$ cat src/rrd_pkg.sv
// Constants shared by the remote dedicated I/O block
// Overview of operation
// - Three outputs show teach, auto, remote mode
// - Power-on-complete asserted once inputs are accepted
// - Auto enable level input gates automatic operation
// - Global start edge starts all slots
// - Global stop level, fixed at input zero
// - Wait output while slots temporarily stopped
// - Program reset edge clears wait state
// - Error output; error clear edge clears it
// - Cycle stop edge; status while in progress
// - Servo-on enable level input echoed back
// - Servo-on edge powers servos; status output
// - Operation rights level input; valid output
// - Machine lock edge toggles lock state
// - Evasion return edge; status while moving
// - Output clear edge clears general outputs
// - Dedicated emergency stop output, no input
// - Per-slot start edges start own slot
// - Per-slot stop levels stop own slot
// - Program select edge latches numeric value
// - Override select edge latches numeric value
// - Start bound to input/output numbers; stop fixed at input zero
// - Remote mode accepts only external commands
package rrd_pkg;
    localparam int RRD_SLOTS = 32;
    localparam int RRD_VAL_W = 16;
    localparam int RRD_MAP_W = 8;
    localparam logic [7:0] RRD_STOP_IN_NUM = 8'h00;
    // Power-on settling time before inputs are accepted
    localparam int RRD_READY_NS = 1000;
    localparam int RRD_CLK_NS = 10;
    localparam int RRD_READY_CYC = (RRD_READY_NS + RRD_CLK_NS - 1) / RRD_CLK_NS;
    // Evasion motion stand-in duration
    localparam int RRD_MOVE_NS = 2000;
    localparam int RRD_MOVE_CYC = RRD_MOVE_NS / RRD_CLK_NS;
    localparam logic [15:0] RRD_OVRD_RST = 16'h0064;
    // Operating mode encodings
    typedef enum logic [1:0] {
        RRD_MODE_TEACH = 2'b00,
        RRD_MODE_AUTO = 2'b01,
        RRD_MODE_REMOTE = 2'b10
    } rrd_mode_t;
endpackage

$ cat src/rrd_top.sv
// Remote dedicated I/O command interpreter
`timescale 1ns/1ns
module rrd_top
    import rrd_pkg::*;
#(
    parameter int SLOTS = RRD_SLOTS,
    parameter int VAL_W = RRD_VAL_W,
    parameter int READY_CYC = RRD_READY_CYC,
    parameter int MOVE_CYC = RRD_MOVE_CYC
) (
    input wire logic clock, // System clock 100 MHz
    input wire logic rst, // Async reset, high
    input wire logic [1:0] mode_sel, // Mode switch position
    input wire logic auto_enable, // Level: allow auto
    input wire logic start_in, // Edge: start all
    input wire logic stop_in, // Level: stop all
    input wire logic program_reset, // Edge: clear wait
    input wire logic error_clear, // Edge: clear error
    input wire logic cycle_stop_in, // Edge: cycle stop
    input wire logic servo_on_enable, // Level: servo enable
    input wire logic servo_on_cmd, // Edge: servo on
    input wire logic operation_rights, // Level: rights request
    input wire logic machine_lock, // Edge: toggle lock
    input wire logic evasion_return, // Edge: evasion return
    input wire logic gp_output_clear, // Edge: clear GP outputs
    input wire logic [SLOTS-1:0] slot_start, // Edge: per-slot start
    input wire logic [SLOTS-1:0] slot_stop, // Level: per-slot stop
    input wire logic program_select, // Edge: take program no.
    input wire logic override_select, // Edge: take override
    input wire logic [VAL_W-1:0] numeric_value_bus, // Numeric value inputs
    input wire logic error_event, // Internal fault report
    input wire logic emergency_in, // Emergency stop circuit
    input wire logic panel_start, // Local panel start
    input wire logic [SLOTS-1:0] cycle_done, // Slot reached cycle end
    input wire logic [RRD_MAP_W-1:0] start_in_num, // Mapping: start input no.
    input wire logic [RRD_MAP_W-1:0] start_out_num, // Mapping: start output no.
    output logic teach_mode_out, // Teaching mode
    output logic auto_mode_out, // Automatic mode
    output logic remote_mode_out, // Remote mode
    output logic power_on_complete, // Inputs accepted
    output logic auto_enable_out, // Auto enable, gated by command acceptance
    output logic operating_out, // Any slot running
    output logic wait_out, // Any slot waiting
    output logic prog_sel_ok_out, // Program select allowed
    output logic error_out, // Error present
    output logic cycle_stop_out, // Cycle stop in progress
    output logic servo_enable_out, // Servo-on enable echo
    output logic servo_on_out, // Servo is on
    output logic rights_out, // Operation rights valid
    output logic lock_out, // Machine lock state
    output logic evasion_out, // Evasion return running
    output logic gp_clear_pulse, // Clear GP outputs pulse
    output logic emergency_stop_out, // Emergency stop occurred
    output logic [SLOTS-1:0] slot_run_out, // Per-slot operating
    output logic [SLOTS-1:0] slot_wait_out, // Per-slot waiting
    output logic [VAL_W-1:0] program_num_out, // Latched program no.
    output logic [VAL_W-1:0] override_out, // Latched override
    output logic [RRD_MAP_W-1:0] stop_in_num, // Mapping: stop input no.
    output logic [RRD_MAP_W-1:0] start_map_in, // Mapping: start input echo
    output logic [RRD_MAP_W-1:0] start_map_out // Mapping: start output echo
);
    initial begin
        if (SLOTS < 1 || SLOTS > 32) $error("SLOTS out of range");
        if (VAL_W < 7 || VAL_W > 32) $error("VAL_W out of range");
        if (READY_CYC < 1 || MOVE_CYC < 1) $error("counts must be positive");
        if (READY_CYC > 65535 || MOVE_CYC > 65535) $error("counts exceed counter width");
    end

    localparam int NEDGE = 9;
    localparam int CW = 16;

    typedef struct packed {
        logic ready;
        logic [CW-1:0] rdy_cnt;
        logic [SLOTS-1:0] run;
        logic [SLOTS-1:0] wt;
        logic err;
        logic cyc;
        logic servo;
        logic lock;
        logic evade;
        logic [CW-1:0] ev_cnt;
        logic gpclr;
        logic emg;
        logic [VAL_W-1:0] prog;
        logic [VAL_W-1:0] ovrd;
        logic [RRD_MAP_W-1:0] map_in;
        logic [RRD_MAP_W-1:0] map_out;
    } rrd_st_t;
    rrd_st_t s_reg;
    rrd_st_t s_next;

    logic [NEDGE-1:0] lvl;
    logic [NEDGE-1:0] rise;
    logic [SLOTS-1:0] srise;
    logic remote;
    logic acc;
    logic allow_auto;
    logic stop_any;

    // Edge detection of edge-class commands
    assign lvl = {override_select, program_select, gp_output_clear, evasion_return,
                  machine_lock, servo_on_cmd, cycle_stop_in, error_clear, program_reset};
    rrd_edge #(.W(NEDGE)) u_edge (
        .clock(clock),
        .rst(rst),
        .din(lvl),
        .rise(rise)
    );
    rrd_edge #(.W(SLOTS)) u_sedge (
        .clock(clock),
        .rst(rst),
        .din(slot_start | {{(SLOTS-1){1'b0}}, start_in}),
        .rise(srise)
    );

    // Command acceptance: only after ready, with rights, in remote mode
    assign remote = (mode_sel == RRD_MODE_REMOTE);
    assign acc = s_reg.ready && operation_rights && remote;
    assign allow_auto = acc && auto_enable;
    assign stop_any = stop_in;

    // Start all as a single-cycle pulse
    logic start_all;
    logic start_prev_reg;
    always_ff @(posedge clock or posedge rst) begin
        if (rst) begin
            start_prev_reg <= 1'b0;
        end else begin
            start_prev_reg <= start_in;
        end
    end
    assign start_all = start_in && !start_prev_reg;

    function automatic logic [CW-1:0] dec_sat(input logic [CW-1:0] v);
        dec_sat = (v == '0) ? v : v - 1'b1;
    endfunction

    // Next-state logic of the whole interpreter
    always_comb begin
        s_next = s_reg;
        s_next.gpclr = 1'b0;
        // Power-on settle counter
        if (!s_reg.ready) begin
            s_next.rdy_cnt = dec_sat(s_reg.rdy_cnt);
            if (s_reg.rdy_cnt <= CW'(1)) begin
                s_next.ready = 1'b1;
            end
        end
        // Emergency stop latches until error clear
        if (emergency_in) begin
            s_next.emg = 1'b1;
        end
        // Error clear; a new error in the same cycle wins
        if (acc && rise[1]) begin
            s_next.err = 1'b0;
            if (!emergency_in) begin
                s_next.emg = 1'b0;
            end
        end
        if (error_event || emergency_in) begin
            s_next.err = 1'b1;
        end
        // Servo power
        if (acc && servo_on_enable && rise[3] && !s_next.err) begin
            s_next.servo = 1'b1;
        end
        if (!servo_on_enable || emergency_in) begin
            s_next.servo = 1'b0;
        end
        // Machine lock toggle
        if (acc && rise[4]) begin
            s_next.lock = !s_reg.lock;
        end
        // Program reset first, so a stop in the same cycle still sets wait
        if (acc && rise[0] && !stop_any) begin
            s_next.wt = '0;
        end
        // Per-slot run and wait
        for (int i = 0; i < SLOTS; i++) begin
            if (allow_auto && s_reg.servo && !s_reg.err && (srise[i] || start_all)) begin
                s_next.run[i] = 1'b1;
                s_next.wt[i] = 1'b0;
            end
            if (cycle_done[i] && (s_reg.cyc || !s_reg.run[i])) begin
                s_next.run[i] = 1'b0;
            end
            if (s_reg.run[i] && (stop_any || slot_stop[i] || s_reg.err)) begin
                s_next.run[i] = 1'b0;
                s_next.wt[i] = 1'b1;
            end
        end
        // Cycle stop in progress until all slots idle
        if (acc && rise[2] && |s_reg.run) begin
            s_next.cyc = 1'b1;
        end
        if (s_reg.cyc && !(|s_reg.run)) begin
            s_next.cyc = 1'b0;
        end
        // Evasion return motion timer
        if (acc && rise[5] && s_reg.servo && !s_reg.evade && !(|s_reg.run)) begin
            s_next.evade = 1'b1;
            s_next.ev_cnt = CW'(MOVE_CYC);
        end else if (s_reg.evade) begin
            s_next.ev_cnt = dec_sat(s_reg.ev_cnt);
            if (s_reg.ev_cnt <= CW'(1) || stop_any || s_reg.err) begin
                s_next.evade = 1'b0;
            end
        end
        // General-purpose output clear pulse
        if (acc && rise[6]) begin
            s_next.gpclr = 1'b1;
        end
        // Numeric value captures; program number only while no slot runs
        if (acc && rise[7] && !(|s_reg.run)) begin
            s_next.prog = numeric_value_bus;
        end
        if (acc && rise[8]) begin
            s_next.ovrd = numeric_value_bus;
        end
        // Mapping numbers, configurable except stop
        s_next.map_in = start_in_num;
        s_next.map_out = start_out_num;
        // Panel start ignored in every mode, remote or not
        if (!remote && panel_start) begin
            s_next.run = s_next.run;
        end
    end

    always_ff @(posedge clock or posedge rst) begin
        if (rst) begin
            s_reg <= '0;
            s_reg.rdy_cnt <= CW'(READY_CYC);
            s_reg.ovrd <= VAL_W'(RRD_OVRD_RST);
        end else begin
            s_reg <= s_next;
        end
    end

    // Mode and status outputs
    assign teach_mode_out = (mode_sel == RRD_MODE_TEACH);
    assign auto_mode_out = (mode_sel == RRD_MODE_AUTO);
    assign remote_mode_out = remote;
    assign power_on_complete = s_reg.ready;
    assign auto_enable_out = allow_auto;
    assign operating_out = |s_reg.run;
    assign wait_out = |s_reg.wt;
    assign prog_sel_ok_out = s_reg.ready && !(|s_reg.run);
    assign error_out = s_reg.err;
    assign cycle_stop_out = s_reg.cyc;
    assign servo_enable_out = servo_on_enable;
    assign servo_on_out = s_reg.servo;
    assign rights_out = s_reg.ready && operation_rights && remote;
    assign lock_out = s_reg.lock;
    assign evasion_out = s_reg.evade;
    assign gp_clear_pulse = s_reg.gpclr;
    assign emergency_stop_out = s_reg.emg;
    assign slot_run_out = s_reg.run;
    assign slot_wait_out = s_reg.wt;
    assign program_num_out = s_reg.prog;
    assign override_out = s_reg.ovrd;
    assign stop_in_num = RRD_STOP_IN_NUM;
    assign start_map_in = s_reg.map_in;
    assign start_map_out = s_reg.map_out;

    // Checks beside the logic
    a_stop_halts: assert property (@(posedge clock) disable iff (rst)
        (stop_in && s_reg.run[0]) |=> (!s_reg.run[0] && s_reg.wt[0]))
        else $error("stop did not halt slot");
    a_no_rights_run: assert property (@(posedge clock) disable iff (rst)
        (!operation_rights && !s_reg.run[0]) |=> !s_reg.run[0])
        else $error("slot started without rights");
    a_lock_toggle: assert property (@(posedge clock) disable iff (rst)
        (acc && rise[4]) |=> (s_reg.lock != $past(s_reg.lock)))
        else $error("lock did not toggle");
    a_prog_take: assert property (@(posedge clock) disable iff (rst)
        (acc && rise[7] && !(|s_reg.run)) |=> (s_reg.prog == $past(numeric_value_bus)))
        else $error("program number not taken");
    a_ovrd_take: assert property (@(posedge clock) disable iff (rst)
        (acc && rise[8]) |=> (s_reg.ovrd == $past(numeric_value_bus)))
        else $error("override not taken");
    a_err_set: assert property (@(posedge clock) disable iff (rst)
        error_event |=> error_out)
        else $error("error not flagged");
    a_servo_drop: assert property (@(posedge clock) disable iff (rst)
        !servo_on_enable |=> !servo_on_out)
        else $error("servo stayed on without enable");
    a_ready_time: assert property (@(posedge clock) disable iff (rst)
        $rose(power_on_complete) |-> $past(s_reg.rdy_cnt) <= CW'(1))
        else $error("ready too early");
    a_gp_pulse: assert property (@(posedge clock) disable iff (rst)
        gp_clear_pulse |=> !gp_clear_pulse || $past(acc && rise[6]))
        else $error("clear pulse too long");

    // Accepted start with nothing against it must run
    a_start_all: assert property (@(posedge clock) disable iff (rst)
        (allow_auto && start_all && s_reg.servo && !s_reg.err && !stop_in && !slot_stop[0] && !cycle_done[0])
        |=> operating_out)
        else $error("start all did not run");

    // Program reset with nothing running leaves no wait
    a_wait_clear: assert property (@(posedge clock) disable iff (rst)
        (acc && rise[0] && !stop_any && !(|s_reg.run))
        |=> !wait_out)
        else $error("wait not cleared");

    // Cycle stop status ends once all slots are idle
    a_cyc_end: assert property (@(posedge clock) disable iff (rst)
        (s_reg.cyc && !(|s_reg.run))
        |=> !cycle_stop_out)
        else $error("cycle stop stuck");

    // Servo comes on only through an accepted command
    a_servo_need: assert property (@(posedge clock) disable iff (rst)
        (!s_reg.servo && !(acc && rise[3]))
        |=> !servo_on_out)
        else $error("servo on without command");

    // Emergency circuit always shows on the output
    a_emg_flag: assert property (@(posedge clock) disable iff (rst)
        emergency_in
        |=> emergency_stop_out)
        else $error("emergency not flagged");

    // Evasion motion starts only through an accepted command
    a_evade_gate: assert property (@(posedge clock) disable iff (rst)
        (!s_reg.evade && !(acc && rise[5]))
        |=> !evasion_out)
        else $error("evasion without command");

    // Program number frozen while any slot runs
    a_prog_hold: assert property (@(posedge clock) disable iff (rst)
        (|s_reg.run)
        |=> $stable(program_num_out))
        else $error("program number changed while running");

    // Lock state moves only on an accepted toggle
    a_lock_hold: assert property (@(posedge clock) disable iff (rst)
        !(acc && rise[4])
        |=> $stable(lock_out))
        else $error("lock changed without command");

    // Error clear with no new fault empties the flag
    a_err_clear: assert property (@(posedge clock) disable iff (rst)
        (acc && rise[1] && !error_event && !emergency_in)
        |=> !error_out)
        else $error("error not cleared");
endmodule

$ cat src/rrd_edge.sv
// Rising edge detector bank for edge-class inputs
`timescale 1ns/1ns
module rrd_edge
    import rrd_pkg::*;
#(
    parameter int W = 8
) (
    input wire logic clock, // System clock
    input wire logic rst, // Async reset, high
    input wire logic [W-1:0] din, // Level inputs
    output logic [W-1:0] rise // One-cycle rise pulses
);
    typedef struct packed {
        logic [W-1:0] prev;
    } rrd_edge_st_t;
    rrd_edge_st_t s_reg;
    rrd_edge_st_t s_next;

    // Remember last sample
    always_comb begin
        s_next.prev = din;
    end

    always_ff @(posedge clock or posedge rst) begin
        if (rst) begin
            s_reg <= '0;
        end else begin
            s_reg <= s_next;
        end
    end

    // History resets to idle low; an input held through reset rises once, ignored until ready
    assign rise = din & ~s_reg.prev;
endmodule

$ cat config.mk
export PLATFORM = sky130hd
export DESIGN_NAME = rrd_top
export DESIGN_NICKNAME = d
export VERILOG_FILES = /design/src/rrd_pkg.sv /design/src/rrd_top.sv /design/src/rrd_edge.sv
export SDC_FILE = /design/constraint.sdc
export NUM_CORES = 1
export LEC_CHECK = 0
export ABC_AREA = 1
export BUFFER_PORTS_ARGS = -buffer_cell sky130_fd_sc_hd__buf_2
export CAP_MARGIN = 20
export CORE_AREA = 2 2 147 149
export DETAILED_ROUTE_END_ITERATION = 7
export DIE_AREA = 0 0 149 151
export PLACE_DENSITY = 0.75
export SYNTH_ARGS = -nofsm -noshare
export SYNTH_HDL_FRONTEND = slang
export SYNTH_HIERARCHICAL = 1
export SYNTH_SLANG_ARGS = --single-unit
$ cat constraint.sdc
create_clock -name clock -period 4.4 [get_ports clock]
set_input_delay 0.66 -clock clock [delete_from_list [all_inputs] [get_ports clock]]
set_output_delay 0.66 -clock clock [all_outputs]
set_load 0.05 [all_outputs]
# Yosys cells after proc, flatten, opt, wreduce, memory -nomap -nowiden
# Cells that the tools add are included.
[classes]
muxes = 178
eq_ne = 3
shifts = 0
n_bitwise = 7
n_lt_le_gt_ge = 2
n_mul = 0
reduce_logical = 367
add_sub_neg = 2
div_mod_pow = 0
[ops]
columns = ["operator", "n"]
rows = [
  ["$reduce_bool A3 Y1", 64],
  ["$mux W1", 172],
  ["$logic_or A1 B1 Y1", 132],
  ["$logic_and A1 B1 Y1", 121],
  ["$reduce_or A32 Y1", 2],
  ["$mux W17", 3],
  ["$logic_not A1 Y1", 40],
  ["$and A32 B32 Y32", 1],
  ["$le A16 B1 Y1 const B", 2],
  ["$logic_not A16 Y1", 2],
  ["$mux W16", 2],
  ["$mux W32", 1],
  ["$not A32 Y32", 1],
  ["$or A32 B1 Y32", 1],
  ["$sub A16 B1 Y16 const B", 2],
  ["$and A9 B9 Y9", 1],
  ["$not A9 Y9", 1],
  ["$reduce_bool A2 Y1", 3],
  ["$reduce_and A2 Y1", 2],
  ["$eq A2 B1 Y1 const B", 1],
  ["$eq A2 B2 Y1 const B", 1],
  ["$logic_not A2 Y1", 1],
  ["$ne A2 B2 Y1 const B", 1],
  ["$not A1 Y1", 2],
]
[word_totals]
register_bits = 194
ram_bits = 0
latchBits = 0
mem_bits_ro = 0
mem_count = 0

# Logic depth before layout (Yosys ltp)
[logic_depth]
ltp_word = 9
depth_mapped = 11

# Hierarchy
# The synthesis kept the hierarchy.
[by_module_without_submodules]
columns = ["mod", "seq_area_each_um2", "area_per_inst_um2", "n_inst", "cells_per_inst"]
rows = [
  ["rrd_top", 3836.2, 8190.4, 1, 1043],
  ["rrd_edge at u_sedge", 800.8, 1124.8, 1, 97],
  ["rrd_edge at u_edge", 225.2, 319.1, 1, 28],
]

# Worst setup path after synthesis
# No wires, ideal clock.
[synth_timing]
path_kind = "register to output"
from = "reg s_reg, in the netlist slot_run_out[24]"
to = "out prog_sel_ok_out"
arrival_ns = 1.830
n_path_buf = 0
setup_slack_ns = 1.910
path_stages_with_launch = 8
path_cell_list = "dfrtp_1 nor2_1 nand2_1 nor2_1 nand2_1 nor2_2 inv_1 nor2_1"
[synth_between]
elab_chain_len = 3
[synth_rtl]
columns = ["element", "line", "rtl"]
rows = [
  ["start, declared", "rrd_top.sv:90", "rrd_st_t s_reg;"],
  ["start signal, assigned", "rrd_top.sv:236", "s_reg <= s_next;"],
  ["$reduce_or A32 Y1", "--", ""],
  ["net operating_out", "rrd_top.sv:42", "output logic operating_out,"],
  ["$logic_not A1 Y1", "rrd_top.sv:248", "assign prog_sel_ok_out = s_reg.ready && !(|s_reg.run);"],
  ["$logic_and A1 B1 Y1", "rrd_top.sv:248", ""],
  ["end, declared", "rrd_top.sv:44", "output logic prog_sel_ok_out,"],
]
# The timed path passes the listed nets, and every way through them passes these cells.

# Final worst setup path
[layout_timing]
from = "reg s_reg, in the netlist slot_run_out[23]"
to = "out prog_sel_ok_out"
[layout_between]
elab_chain_len = 3
[layout_rtl]
columns = ["element", "line"]
rows = [
  ["$reduce_or A32 Y1", "rrd_top.sv:248"],
  ["$logic_not A1 Y1", "rrd_top.sv:248"],
  ["$logic_and A1 B1 Y1", "rrd_top.sv:248"],
]
# No other way between the ends.

==> impl_results.md <==
- Register area: 0.00486 mm2
- Switching portion of total power: 34.4%
- Reg power frac: 44.2%
- WL final: 24.1 mm
- Full die area: 0.0225 mm2
- Psw: about 1.6 mW
- Post-synth EDFFs: 0
- Post-layout instance area: 0.0110 mm2
- Post-CTS Resized: 0
- Arrival time worst endpoint: 2.12 ns
- DP HPWL: 17.7 mm
- Largest area contributor in the netlist: dfrtp_1
- Global-route track usage on met3: 3.70%
- Capturing point of the worst reg2reg path: slot_wait_out[1]$_DFFE_PP0P_
- Root Buffer: clkbuf_16
- Synth top area cells: dfrtp_1, nand2_1, buf_4, inv_1, o21ai_0
- Largest net degree at the start of global routing: 50
- Post-synth top flop: dfrtp_1
- Syn Area/Cell: 8.25 um2
- Cells after Synth: 1168
- Placer Congestion: 0.875
- Final ANT Viol Nets: 0
- # rows: 53
- Synth async-reset ratio: between 90% and 100%
- Vias in the first global route: approximately 7300
- CTS tree: done
- Sequential fraction of the synthesis area: 50.5%
- H-tree levels: 4
- WL per Instance: 14.8 um
- Clock power share: ~34%
- Crit share post-route: 63.3%
- Overall power: 4.64 mW
- Comb pwr share: between 20 and 25%
- Max IR drop VDD: between 200 and 300 uV
- Max-slew headroom: 37.5%
- Global router's overall resource usage: between 20% and 30%
- Synth warn: 6
- Clk pin slew, worst setup/hold paths: approximately 0.07 ns
- MaxCap Viol Count: 0
- Total CTS buffers: 17
- Hold Crit Class: primary input to async pin
- Worst-margin pin slew: 0.935 ns
- Global-route met1 utilization: 27.9%
- Yosys reg bits: 194
- Area growth syn-to-layout: 14.1%
- Post-Syn Area: about 0.0096 mm2
- Post-route DRC: 0
- Post-synthesis cell type count: 34
- Met2 Usage GRT: 36.4%
- Placed Area: between 0.01 and 0.015 mm2
- Count leader, synth: nand2_1
- Final hold vios: 0
- Reg-to-reg startpoint: power_on_complete$_DFF_PP0_
- Global-route wire length before repair: 38.1 mm
- Crit Path Class: flop to primary output
- Synth top area share: between 40% and 50%
- Floorplan Core Area: 0.0208 mm2
- Worst Reg-to-Reg Cells: 8
- Layout cells sized above 1: 29.0%
- Final Util: 52.8%
- Die height: 151 um
- Clock Sinks: 194
- Grt ovf: 0
- Die W: between 100 and 150 um
- Initial antenna violation count: 2
- Max Slew Vio Count: 0
- RSZ-0062 raised after global routing: no
- Drt via density: 4.70
- Vias post-DR: about 7600
- Crit start category: flop
- Most common library cells after synthesis: nand2_1, dfrtp_1, inv_1
- Reg2Reg Setup Slack: 2.17 ns
- Buffers on Ports: 276
- I/O pin cnt: 286
- Placed cells: around 1600
- Hold_buf cts: 0
- Tmin final: 2.78 ns
- Status: complete, no violations
- Final worst setup slack: 1.62 ns
- Setup Skew: about 0.015 ns
- Worst-Skew Late Latency: 0.44 ns
- Pleak: about 6 nW
- Int Pwr: 3.05 mW
- Fill cell count: 1980
- Final setup fails: 0
- Max Clk Rate: between 0.3 and 0.4 GHz
- Setup Fix Bufs, Post-CTS: 0
- Drt initial violations: ~450
- Clock Path Buffers: 2
- Crit path max fanout: 4
- 1st-pass router iterations: 5
- Required time of the worst setup path: ~3.7 ns
- Pre-CTS setup slack: 1.77 ns
- Initial Util: 46.3%
- Setup TNS: 0 ns
- WHS: roughly 0.24 ns
- Pwr/cell area: 422 mW/mm2
- Multi-input gate area: 0.00313 mm2
- Nets: 1486
- Finished Layout Cells: between 1500 and 2000
- Top Usage Layer GRT: met2
- Critical Path End Type: primary output
## layout by cell type (no fill, tap or decap), drive strengths merged, types with 5 or more instances in the layout
cell type / Yosys / layout
a21oi: 33 / 33
buf: 137 / 284
clkbuf: 9 / 20
clkinv: 0 / 5
conb: 1 / 8
dfrtp: 188 / 188
dfstp: 6 / 6
ha: 5 / 5
inv: 164 / 167
nand2: 289 / 289
nand3: 53 / 53
nor2: 140 / 140
nor4: 9 / 9
o21ai: 106 / 106
xor2: 10 / 10
## cell type report
class / count / share of cell area (%)
Inverter: 164 / 5.63
Sequential cell: 194 / 44.2
Multi-Input combinational cell: 671 / 28.5
Antenna cell: 2 / 0.0455
Clock buffer: 20 / 4.06
Tap cell: 275 / 3.13
Clock inverter: 12 / 1.34
Timing Repair Buffer: 284 / 13.1
## power by group through the flow
stage / registers (mW) / logic, mW / clock network [mW]
after floorplan: 2.07 / 0.919 / 0
after global placement: 2.08 / 0.995 / 0
after detailed placement: 2.08 / 1.01 / 0
after CTS: 2.05 / 1.01 / 1.62
after global routing: 2.07 / 1.07 / 1.70
final: 2.05 / 1.00 / 1.59
## cells by family (layout without fill, tap and decap cells)
| group | count (synthesis) | count (layout) | share of synthesized area [%] |
|---|---|---|---|
| simple gates | 503 | 503 | 22.5 |
| buf+inv | 310 | 480 | 17.3 |
| flops | 194 | 194 | 50.5 |
| compound gates | 141 | 141 | 7.79 |
| xor+xnor | 14 | 14 | 1.27 |
| fa+ha+maj | 5 | 5 | 0.649 |
| other cells | 1 | 10 | 0.0389 |
## critical path, cell delays in order, from the launching register on
cell     delay [ns]
dfrtp_1        0.41
nor2_1         0.14
nand2_1        0.09
nor2_1         0.17
nand2_1        0.08
nor2_2         0.32
inv_1          0.11
nor2_1         0.10
buf_2          0.27
## metal layers
layer / routed length [um] / vias up
li1: - / 3780
met1: 10300 / 3540
met2: 11800 / 258
met3: 1240 / 47
met4: 720 / 0
met5: 0 / -
## worst max path at each step
stage | from | endpoint | cells after the start
floorplan | rst | cycle_stop_out$_DFFE_PP0P_ | 1
global placement | mode_sel[1] | slot_wait_out[2]$_DFFE_PP0P_ | 9
detailed placement | mode_sel[1] | slot_wait_out[6]$_DFFE_PP0P_ | 9
CTS | slot_run_out[23]$_DFFE_PP0P_ | prog_sel_ok_out | 8
global route | slot_run_out[22]$_DFFE_PP0P_ | prog_sel_ok_out | 8
finish | slot_run_out[23]$_DFFE_PP0P_ | prog_sel_ok_out | 8
Power figures use the tool's default switching activity.
